===== src/inc/fcid_consts.vh =====
`ifndef FCID_CONSTS_VH
`define FCID_CONSTS_VH

// internal fast bus byte addresses of the flash control set
`define FCID_A_CTL0_LO    24'h080000
`define FCID_A_CTL0_HI    24'h080002
`define FCID_A_CTL1_LO    24'h080004
`define FCID_A_CTL1_HI    24'h080006
`define FCID_A_DAT0_LO    24'h080008
`define FCID_A_DAT0_HI    24'h08000a
`define FCID_A_DAT1_LO    24'h08000c
`define FCID_A_DAT1_HI    24'h08000e
`define FCID_A_ADR_LO     24'h080010
`define FCID_A_ADR_HI     24'h080012
`define FCID_A_FAULT      24'h080014
`define FCID_A_NVWG       24'h08dfb0
`define FCID_A_NVAG0      24'h08dfb8
`define FCID_A_NVAG1_LO   24'h08dfbc
`define FCID_A_NVAG1_HI   24'h08dfbe

// register slot indices in the fast bus bank
`define FCID_I_CTL0_LO    4'h0
`define FCID_I_CTL0_HI    4'h1
`define FCID_I_CTL1_LO    4'h2
`define FCID_I_CTL1_HI    4'h3
`define FCID_I_DAT0_LO    4'h4
`define FCID_I_DAT0_HI    4'h5
`define FCID_I_DAT1_LO    4'h6
`define FCID_I_DAT1_HI    4'h7
`define FCID_I_ADR_LO     4'h8
`define FCID_I_ADR_HI     4'h9
`define FCID_I_FAULT      4'ha
`define FCID_I_NVWG       4'hb
`define FCID_I_NVAG0      4'hc
`define FCID_I_NVAG1_LO   4'hd
`define FCID_I_NVAG1_HI   4'he
`define FCID_I_NONE       4'hf
`define FCID_NREGS        15

// extension bus address
`define FCID_A_TMP_UNPROT 16'heb50

// extended special-function space word addresses
`define FCID_A_ID_PROG    16'hf078
`define FCID_A_ID_MEM     16'hf07a
`define FCID_A_ID_DEV     16'hf07c
`define FCID_A_ID_MAKER   16'hf07e

// reset values
`define FCID_RST_ZERO     16'h0000
`define FCID_RST_ONES     16'hffff
`define FCID_RST_NVAG0    16'hacff

// identity word fields
`define FCID_MAKER_TAIL   5'h03
`define FCID_MEMKIND_HPF  4'h3
`define FCID_MEMKIND_BUSY 4'hf
`define FCID_MEMCAP_CODE  12'h040
`define FCID_PROG_SUPPLY  8'h40
`define FCID_PROG_EXTVPP  8'h00

`endif


===== src/hw/fcid_regs.v =====
// Summary of operation
// [RULE1] flash control set accepts only whole-word access, bit operations refused
// [RULE2] control set decoded on fast bus, temporary unprotect word on extension bus
// [RULE3] four identity words at F078h..F07Eh in extended special-function space
// [RULE4] identity words are read-only; writes never change them
// [RULE5] device identity word: device code high, silicon revision in low nibble
// [RULE6] memory capacity code is kilobytes over four, 040h for 256 kilobytes
// [RULE7] memory kind code 0..3 as listed, 4..F reserved; this part reports 3h
// [RULE8] programming supply code in low byte, 40h for five volts
// [RULE9] programming identity high byte reads 00h, no external voltage needed
// [RULE10] identity contents guaranteed only after flash initialisation finishes
// [RULE11] external access pin high at reset: identity valid from the start; code sets completion on the first clock after reset release
// [RULE12] external access pin low: top two memory bits drop when initialisation ends
// [RULE13] before initialisation memory word reads F040h, programming word 0040h
// [RULE14] data registers reset to FFFFh; control, address, fault, unprotect to 0000h
// [RULE15] access guard 0 resets to ACFFh; guard 1 halves and write guard to FFFFh
// [RULE16] identity writes complete normally, no error, value unchanged
`timescale 1ns/1ns
`default_nettype none
`include "fcid_consts.vh"

module fcid_regs
#(
    parameter [10:0] MAKER_CODE  = 11'h155, // arbitrary value
    parameter [11:0] DEVICE_CODE = 12'h2a5, // arbitrary value
    parameter [3:0]  REVISION    = 4'h1
)
(
    // clock and reset
    input  wire        mclk,
    input  wire        sys_rst,
    // straps and flash controller status
    input  wire        externalAccessPin,
    input  wire        flashInitDone,
    input  wire [15:0] faultSet,
    // internal fast bus
    input  wire        fbReq,
    input  wire        fbWrite,
    input  wire [23:0] fbAddr,
    input  wire [1:0]  fbByteEn,
    input  wire        fbBitOp,
    input  wire [15:0] fbWdata,
    output reg  [15:0] fbRdata_q,
    output reg         fbAck_q,
    output reg         fbErr_q,
    // extension bus
    input  wire        xbReq,
    input  wire        xbWrite,
    input  wire [15:0] xbAddr,
    input  wire [15:0] xbWdata,
    output reg  [15:0] xbRdata_q,
    output reg         xbAck_q,
    // extended special-function space
    input  wire        esReq,
    input  wire        esWrite,
    input  wire [15:0] esAddr,
    output reg  [15:0] esRdata_q,
    output reg         esAck_q,
    // register contents toward the flash controller
    output wire [16*`FCID_NREGS-1:0] flashRegs,
    output reg  [15:0] tempUnprotect_q,
    output reg         initComplete_q
);

    function [3:0] fbIndex;
        input [23:0] a;
        begin
            case (a)
                `FCID_A_CTL0_LO:  fbIndex = `FCID_I_CTL0_LO;
                `FCID_A_CTL0_HI:  fbIndex = `FCID_I_CTL0_HI;
                `FCID_A_CTL1_LO:  fbIndex = `FCID_I_CTL1_LO;
                `FCID_A_CTL1_HI:  fbIndex = `FCID_I_CTL1_HI;
                `FCID_A_DAT0_LO:  fbIndex = `FCID_I_DAT0_LO;
                `FCID_A_DAT0_HI:  fbIndex = `FCID_I_DAT0_HI;
                `FCID_A_DAT1_LO:  fbIndex = `FCID_I_DAT1_LO;
                `FCID_A_DAT1_HI:  fbIndex = `FCID_I_DAT1_HI;
                `FCID_A_ADR_LO:   fbIndex = `FCID_I_ADR_LO;
                `FCID_A_ADR_HI:   fbIndex = `FCID_I_ADR_HI;
                `FCID_A_FAULT:    fbIndex = `FCID_I_FAULT;
                `FCID_A_NVWG:     fbIndex = `FCID_I_NVWG;
                `FCID_A_NVAG0:    fbIndex = `FCID_I_NVAG0;
                `FCID_A_NVAG1_LO: fbIndex = `FCID_I_NVAG1_LO;
                `FCID_A_NVAG1_HI: fbIndex = `FCID_I_NVAG1_HI;
                default:          fbIndex = `FCID_I_NONE;
            endcase
        end
    endfunction

    function [15:0] resetValue;
        input [3:0] i;
        begin
            case (i)
                `FCID_I_DAT0_LO, `FCID_I_DAT0_HI,
                `FCID_I_DAT1_LO, `FCID_I_DAT1_HI,
                `FCID_I_NVWG, `FCID_I_NVAG1_LO,
                `FCID_I_NVAG1_HI: resetValue = `FCID_RST_ONES;   // [RULE14] [RULE15]
                `FCID_I_NVAG0:    resetValue = `FCID_RST_NVAG0;  // [RULE15]
                default:          resetValue = `FCID_RST_ZERO;   // [RULE14]
            endcase
        end
    endfunction

    // fast bus access qualification
    wire [3:0] fbIdx       = fbIndex(fbAddr);                   // [RULE2]
    wire       fbWholeWord = (fbByteEn == 2'b11) && !fbBitOp;   // [RULE1]
    wire       fbHit       = (fbIdx != `FCID_I_NONE);
    wire       fbWrOk      = fbReq && fbWrite && fbWholeWord && fbHit;

    reg  [15:0]               bank_q [0:`FCID_NREGS-1];
    wire [16*`FCID_NREGS-1:0] bankNext;
    integer                   i;

    // one process owns the whole array, so each slot has a single driver
    always @(posedge mclk or posedge sys_rst)
    begin
        if (sys_rst)
        begin
            for (i = 0; i < `FCID_NREGS; i = i + 1)
                bank_q[i] <= resetValue(i[3:0]);   // [RULE14] [RULE15]
        end
        else
        begin
            for (i = 0; i < `FCID_NREGS; i = i + 1)
                bank_q[i] <= bankNext[16*i +: 16];
        end
    end

    genvar g;
    generate
        for (g = 0; g < `FCID_NREGS; g = g + 1)
        begin : gBank
            localparam [3:0] IDX = g;
            wire [15:0] stored = bank_q[g];
            wire        wrHere = fbWrOk && (fbIdx == IDX);
            reg  [15:0] bank_d;
            always @*
            begin
                bank_d = wrHere ? fbWdata : stored;
                // hardware fault set wins over a software clear in the same cycle
                if (IDX == `FCID_I_FAULT)
                    bank_d = bank_d | faultSet;
            end
            assign bankNext[16*g+15:16*g]  = bank_d;
            assign flashRegs[16*g+15:16*g] = stored;
        end
    endgenerate

    // fast bus answer: one cycle after the request
    always @(posedge mclk or posedge sys_rst)
    begin
        if (sys_rst)
        begin
            fbRdata_q <= 16'h0000;
            fbAck_q   <= 1'b0;
            fbErr_q   <= 1'b0;
        end
        else
        begin
            fbAck_q   <= fbReq;
            fbErr_q   <= fbReq && !(fbWholeWord && fbHit);   // [RULE1]
            fbRdata_q <= (fbReq && !fbWrite && fbWholeWord && fbHit)
                         ? bank_q[fbIdx] : 16'h0000;
        end
    end

    // extension bus: temporary unprotect word only
    wire xbHit = (xbAddr == `FCID_A_TMP_UNPROT);   // [RULE2]

    always @(posedge mclk or posedge sys_rst)
    begin
        if (sys_rst)
        begin
            tempUnprotect_q <= `FCID_RST_ZERO;   // [RULE14]
            xbRdata_q       <= 16'h0000;
            xbAck_q         <= 1'b0;
        end
        else
        begin
            if (xbReq && xbWrite && xbHit)
                tempUnprotect_q <= xbWdata;
            xbAck_q   <= xbReq;
            xbRdata_q <= (xbReq && !xbWrite && xbHit) ? tempUnprotect_q : 16'h0000;
        end
    end

    // strap capture: the pin is taken in the first cycle after reset release,
    // since an asynchronously reset flop may not load a port value
    reg strapTaken_q;
    reg strapHigh_q;

    always @(posedge mclk or posedge sys_rst)
    begin
        if (sys_rst)
        begin
            strapTaken_q <= 1'b0;
            strapHigh_q  <= 1'b0;
        end
        else if (!strapTaken_q)
        begin
            strapTaken_q <= 1'b1;
            strapHigh_q  <= externalAccessPin;
        end
    end

    // completion is sticky; controller done or internal-boot strap ends the wait
    always @(posedge mclk or posedge sys_rst)
    begin
        if (sys_rst)
            initComplete_q <= 1'b0;
        else if (flashInitDone)
            initComplete_q <= 1'b1;                            // [RULE10] [RULE12]
        else if (!strapTaken_q && externalAccessPin)
            initComplete_q <= 1'b1;                            // [RULE11]
    end

    // identity words, composed from constants and the completion flag
    wire [15:0] idMaker = {MAKER_CODE, `FCID_MAKER_TAIL};
    wire [15:0] idDev   = {DEVICE_CODE, REVISION};                    // [RULE5]
    wire [3:0]  memKind = initComplete_q ? `FCID_MEMKIND_HPF
                                         : `FCID_MEMKIND_BUSY;        // [RULE7] [RULE12] [RULE13]
    wire [15:0] memory_identity_word   = {memKind, `FCID_MEMCAP_CODE};               // [RULE6]
    wire [15:0] programming_identity_word  = {`FCID_PROG_EXTVPP, `FCID_PROG_SUPPLY};     // [RULE8] [RULE9] [RULE13]

    reg [15:0] esSel;
    always @*
    begin
        case (esAddr)                                                 // [RULE3]
            `FCID_A_ID_PROG:  esSel = programming_identity_word;
            `FCID_A_ID_MEM:   esSel = memory_identity_word;
            `FCID_A_ID_DEV:   esSel = idDev;
            `FCID_A_ID_MAKER: esSel = idMaker;
            default:          esSel = 16'h0000;
        endcase
    end

    // writes are acknowledged and dropped; no storage exists to alter
    always @(posedge mclk or posedge sys_rst)
    begin
        if (sys_rst)
        begin
            esRdata_q <= 16'h0000;
            esAck_q   <= 1'b0;
        end
        else
        begin
            esAck_q   <= esReq;                                       // [RULE16]
            esRdata_q <= (esReq && !esWrite) ? esSel : 16'h0000;      // [RULE4]
        end
    end

endmodule

`default_nettype wire


===== config.mk =====
export PLATFORM = sky130hd
export DESIGN_NAME = fcid_regs
export DESIGN_NICKNAME = d
export VERILOG_FILES = /design/src/hw/fcid_regs.v
export VERILOG_INCLUDE_DIRS = /design/src /design/src/inc
export SDC_FILE = /design/constraint.sdc
export NUM_CORES = 1
export LEC_CHECK = 0
export BUFFER_PORTS_ARGS = -buffer_cell sky130_fd_sc_hd__buf_2
export CORE_MARGIN = 3
export CORE_UTILIZATION = 47
export CTS_CLUSTER_DIAMETER = 30
export CTS_CLUSTER_SIZE = 16
export DETAILED_ROUTE_END_ITERATION = 6
export PLACE_DENSITY = 0.76
export SLEW_MARGIN = 40
export SYNTH_ARGS = -nofsm -noshare
export SYNTH_HDL_FRONTEND = slang
export SYNTH_SLANG_ARGS = --single-unit

===== constraint.sdc =====
create_clock -name mclk -period 9.11 [get_ports mclk]
set_input_delay 0.4555 -clock mclk [delete_from_list [all_inputs] [get_ports mclk]]
set_output_delay 0.4555 -clock mclk [all_outputs]
set_load 0.03 [all_outputs]

# == Word-level counts from Yosys, hierarchy flattened ==
# Index checks and enable logic that the tools add are counted.
# totals
regBits,310
in_bits,117
out_inout_bits,309
word_cells,114
# classes
magnitude_cmp,1
eq_ne,36
mux,12
n_bitwise,2
n_reduce_logical,38
# ops
cell,n
$eq 24x20->1 const B,15
$mux 16,6
$eq 16x16->1 const B,5
$bmux 16 s4,1
$pmux 16 s4,1
$pmux 4 s15,1
$logic_and 1x1->1,30
$eq 4x4->1 const B,7
$eq 4x3->1 const B,4
$or 16x16->16,1
$eq 4x2->1 const B,2
$logic_not 1->1,6
$ge 5x5->1 const B,1
$not 4->5,1
$eq 4x1->1 const B,1
$logic_not 4->1,1
$mux 4,1
$ne 4x4->1 const B,1
$eq 2x2->1 const B,1
$mux 1,2
$reduce_bool 2->1,1

# == Logic depth before layout (Yosys ltp) ==
# depth
depth_word,7
depth_mapped,13
depth_no_buf,9

# == Worst setup path after synthesis ==
# OpenSTA, ideal clock, no wires.
# synth_path
path_kind,input to register
from,in fbAddr[1]
to,reg bank_q (netlist bit gBank[0].stored[0])
setup_ps,125
t_arrival_ps,3284
required_ps,8985
path_slack_ps,5701
cell_stages,11
path_buffers,2
path_cell_list,buf_2 -> or2_2 -> nor4_2 -> o22ai_1 -> a21o_4 -> nand2_4 -> nand4_4 -> or4b_4 -> nor3_4 -> buf_8 -> mux2_4
# synth_between
elab_chain_len,5
elab_cells_between_ends,20
classes_between,16 x eq/ne; 1 x mux; 3 x reduce/logical
# synth_rtl
item,line_no,rtl
"start, declared",fcid_regs.v:39,"input wire [23:0] fbAddr,"
$eq 24x20->1,fcid_regs.v:68,case (a)
$pmux 4 s15 *,fcid_regs.v:68,
$ne 4x4->1 (no line),--,
$logic_and 1x1->1,fcid_regs.v:107,wire fbWrOk = fbReq && fbWrite && fbWholeWord && fbHit;
$logic_and 1x1->1 *,fcid_regs.v:134,wire wrHere = fbWrOk && (fbIdx == IDX);
"end signal, assigned by index",fcid_regs.v:119,bank_q[i] <= resetValue(i[3:0]);
"end signal, assigned by index",fcid_regs.v:124,bank_q[i] <= bankNext[16*i +: 16];
"end, declared",fcid_regs.v:109,reg [15:0] bank_q [0:`FCID_NREGS-1];
# Mark *: on every way between the ends. The rest lies on a longest branch, timed or not.
# A chain may end at the register's enable or synchronous reset.

# == Final worst setup path ==
# layout_path
from,in fbAddr[13]
to,reg bank_q (netlist bit gBank[8].stored[1])
# The elaborated chain is that of the path after synthesis.

==> flow_metrics.env <==
export IMPL_outcome="complete, but fails checks"
export IMPL_failed_checks="negative hold slack"
export IMPL_die_h_um=180
export IMPL_ant_nets=0
export IMPL_vias_per_cell=5.98
export IMPL_ir_drop_uv=181
export IMPL_p_sw_w=0.000819
export IMPL_timing_fmax_mhz=241
export IMPL_p_leak_nw=9.47
export IMPL_fin_tns_setup_ns=0
export IMPL_synth_top_cells_by_area="dfrtp_1, dfstp_2, mux2_2, nor2_1, o21ai_0"
export IMPL_drt_iter0_drc=1031
export IMPL_drive_above_1_share_pct=55.7
export IMPL_grt_pass1_vias=12700
export IMPL_cts_made_buffers=60
export IMPL_rsz0062_at_grt="no"
export IMPL_start_util_pct=48.5
export IMPL_cts_clk_slew_worst_paths_ns=0.05
export IMPL_grt_pass1_wl_mm=78.4
export IMPL_combPwrFrac_pct=2.5
export IMPL_area_growth_pct=33.9
export IMPL_post_synth_top_area_cell="dfrtp_1"
export IMPL_routed_wirelength_mm=52.1
export IMPL_maxSlewViolCount=0
export IMPL_whs_ns=-0.0283
export IMPL_swShare_pct=21.1
export IMPL_final_area_mm2=0.0190
export IMPL_seqPwrFrac_pct=34.6
export IMPL_core_area_mm2=0.0292
export IMPL_grtUsageTotal_pct=31.2
export IMPL_final_cells=2074
export IMPL_hpwl_mm=36.3
export IMPL_vias=12400
export IMPL_skew_ns=0.0176
export IMPL_maxCapViolCount=0
export IMPL_power_density_mw_per_mm2=205
export IMPL_cts_sinks=301
export IMPL_grt_max_degree=132
export IMPL_grt_overflow_total=0
export IMPL_place_inst=1956
export IMPL_io_pins=426
export IMPL_hp_class="input pin to async pin"
export IMPL_nNetsFinal=1754
export IMPL_clockPowerShare_pct=62.8
export IMPL_worst_ep_required_time_ns=9.55
export IMPL_fillerInstances=2283
export IMPL_ys_seq_elements=301
export IMPL_tightest_slew_ns=0.858
export IMPL_yosys_area_top_type_share_pct=31.3
export IMPL_synth_avg_cell_area_um2=11.6
export IMPL_final_min_clock_period_ns=4.15
export IMPL_finalHoldViolations=9
export IMPL_std_cell_rows=62
export IMPL_die_area_mm2=0.0322
export IMPL_insertion_delay_ns=0.57
export IMPL_cts_tree="built"
export IMPL_synth_edff_count=0
export IMPL_synthFlopType="dfrtp_1"
export IMPL_netlist_instances=1219
export IMPL_synth_area_mm2=0.0142
export IMPL_cts_post_setup_buffers_inserted=0
export IMPL_relSlewSlack_pct=42.4
export IMPL_cts_buffer_depth=3
export IMPL_setup_viol=0
export IMPL_antenna_found_initial=3
export IMPL_die_x_um=180
export IMPL_p_int_w=0.00306
export IMPL_path_class="input pin to flip-flop"
export IMPL_synthArstFlopShare_pct=100
export IMPL_clockRootBuffer="clkbuf_16"
export IMPL_yosys_warnings=0
export IMPL_postPlaceCellArea_mm2=0.0166
export IMPL_first_pass_iters=5
export IMPL_post_route_drc_count=0
export IMPL_end_kind="flip-flop"
export IMPL_seq_area_frac_synth_pct=54.3
export IMPL_critPathArrivalTime_ns=4.59
export IMPL_critPathMaxFanout=15
export IMPL_htreeDepth=2
export IMPL_wire_per_inst_um=25.1
export IMPL_final_period_utilization_pct=45.6
export IMPL_gp_routability_congestion=0.918
export IMPL_startpoint_type="input pin"
export IMPL_synth_distinct_cells=71
export IMPL_port_buffers=421
[cells in the final DEF (no fill, tap or decap), types with 7 or more instances in the layout]
cell type	count
mux2_4	10
a31oi_1	7
dfstp_2	124
nor3_1	14
clkinvlp_4	11
buf_2	421
clkbuf_1	7
a21oi_1	20
mux2_2	216
nand4_1	15
dfrtp_1	177
buf_4	19
and2_1	20
o22ai_1	27
a2bb2oi_1	12
bufinv_16	15
clkbuf_16	61
a211o_1	16
and4_1	8
or3_1	7
mux2i_1	20
a2111oi_0	8
o21ai_0	74
nand2_1	66
inv_1	21
nor2_1	132
a221oi_1	14
nand3_1	15
[critical path, stage by stage]
cell	delay [ns]
buf_2	0.11
nor3_2	0.31
nand3_1	0.52
nor2_1	0.52
a211oi_1	0.27
nor2_1	0.44
nand2_1	0.42
nor4_4	0.76
buf_4	0.39
mux2_2	0.37
[routing by layer]
metal / track usage [%] / share of wire (%) / wire (um)
met5: 0 / 0.025 / 13
met4: 13.6 / 4.4 / 2270
met3: 7.58 / 8.8 / 4580
met1: 38.2 / 38 / 19700
met2: 52.7 / 49 / 25600
[stage by stage]
stage                     hold slack [ns]  total power [W]  util, %  setup slack (ns)
after global placement              0.418          0.00146     56.8              4.09
final                             -0.0283          0.00388     65.0              4.96
after detailed placement            0.434          0.00146     57.0              4.27
after global routing              0.00711          0.00398     65.0              4.67
after floorplan                     0.400          0.00141        -             0.542
after CTS                         0.00342          0.00390     64.8              4.83
[power groups by stage]
stage | Sequential [W] | Clock, W | Combinational [W]
4_1_cts | 0.00134 | 0.00245 | 0.0000986
5_1_grt | 0.00134 | 0.00253 | 0.000109
2_1_floorplan | 0.00137 | 0 | 0.0000432
3_5_place_dp | 0.00136 | 0 | 0.0000976
6_report | 0.00134 | 0.00244 | 0.0000986
3_3_place_gp | 0.00136 | 0 | 0.0000952
[sequential cells by signal, summed over array words and instances, names as in the netlist]
signal	count
esAck_q	1
xbRdata_q	16
esRdata_q	7
gBank.stored	240
fbAck_q	1
strapTaken_q	1
initComplete_q	1
fbRdata_q	16
tempUnprotect_q	16
xbAck_q	1
fbErr_q	1
[cell families after synthesis]
group                  synth area share (%)
DFF                                    54.3
and+or+nand+nor                        12.2
buffers and inverters                  3.50
AOI/OAI and AO/OA                      10.2
other                                0.0531
muxes                                  19.7
[synth_stat cells, types with 15 or more instances]
library cell,instances
inv_1,22
mux2i_1,20
nor3_1,17
mux2_2,216
nand2_1,69
dfstp_2,124
nand3_1,15
o22ai_1,27
a21oi_1,20
nand4_1,15
o21ai_0,74
a211o_1,16
nor2_1,135
and2_1,20
clkbuf_1,63
dfrtp_1,177
[timing repair]
item / in CTS / in global routing
setup endpoints to repair: 0 / 0
resized for setup: 0 / 0
endpoints found under the hold margin: 1 / 0
hold buffers: 1 / 0
[cell type report]
class	instances	area, um^2	area share (%)
flip-flops and latches	301	7690	40.5
inverters	22	95.1	0.502
clock inverters	40	644	3.40
well taps	384	480	2.53
clock buffers	73	1620	8.55
multi-input cells	807	6080	32.1
diodes	2	5.00	0.0264
repair buffers	445	2350	12.4
[worst paths after layout]
kind,slack [ns],start,endpoint,cells past startpoint
max,4.96,fbAddr[13],gBank[8].stored[1]$_DFFE_PP0P_,10
min,-0.03,sys_rst,gBank[10].stored[0]$_DFF_PP0_,2
max reg2reg,7.35,gBank[4].stored[11]$_DFFE_PP1P_,fbRdata_q[11]$_DFF_PP0_,5
min reg2reg,0.43,strapTaken_q$_DFF_PP0_,initComplete_q$_DFFE_PP0P_,1
max in group asynchronous,7.82,sys_rst,gBank[4].stored[6]$_DFFE_PP1P_,4
min in group mclk,0.02,esReq,esAck_q$_DFF_PP0_,1
No activity file was read; power rests on OpenSTA's default activity.
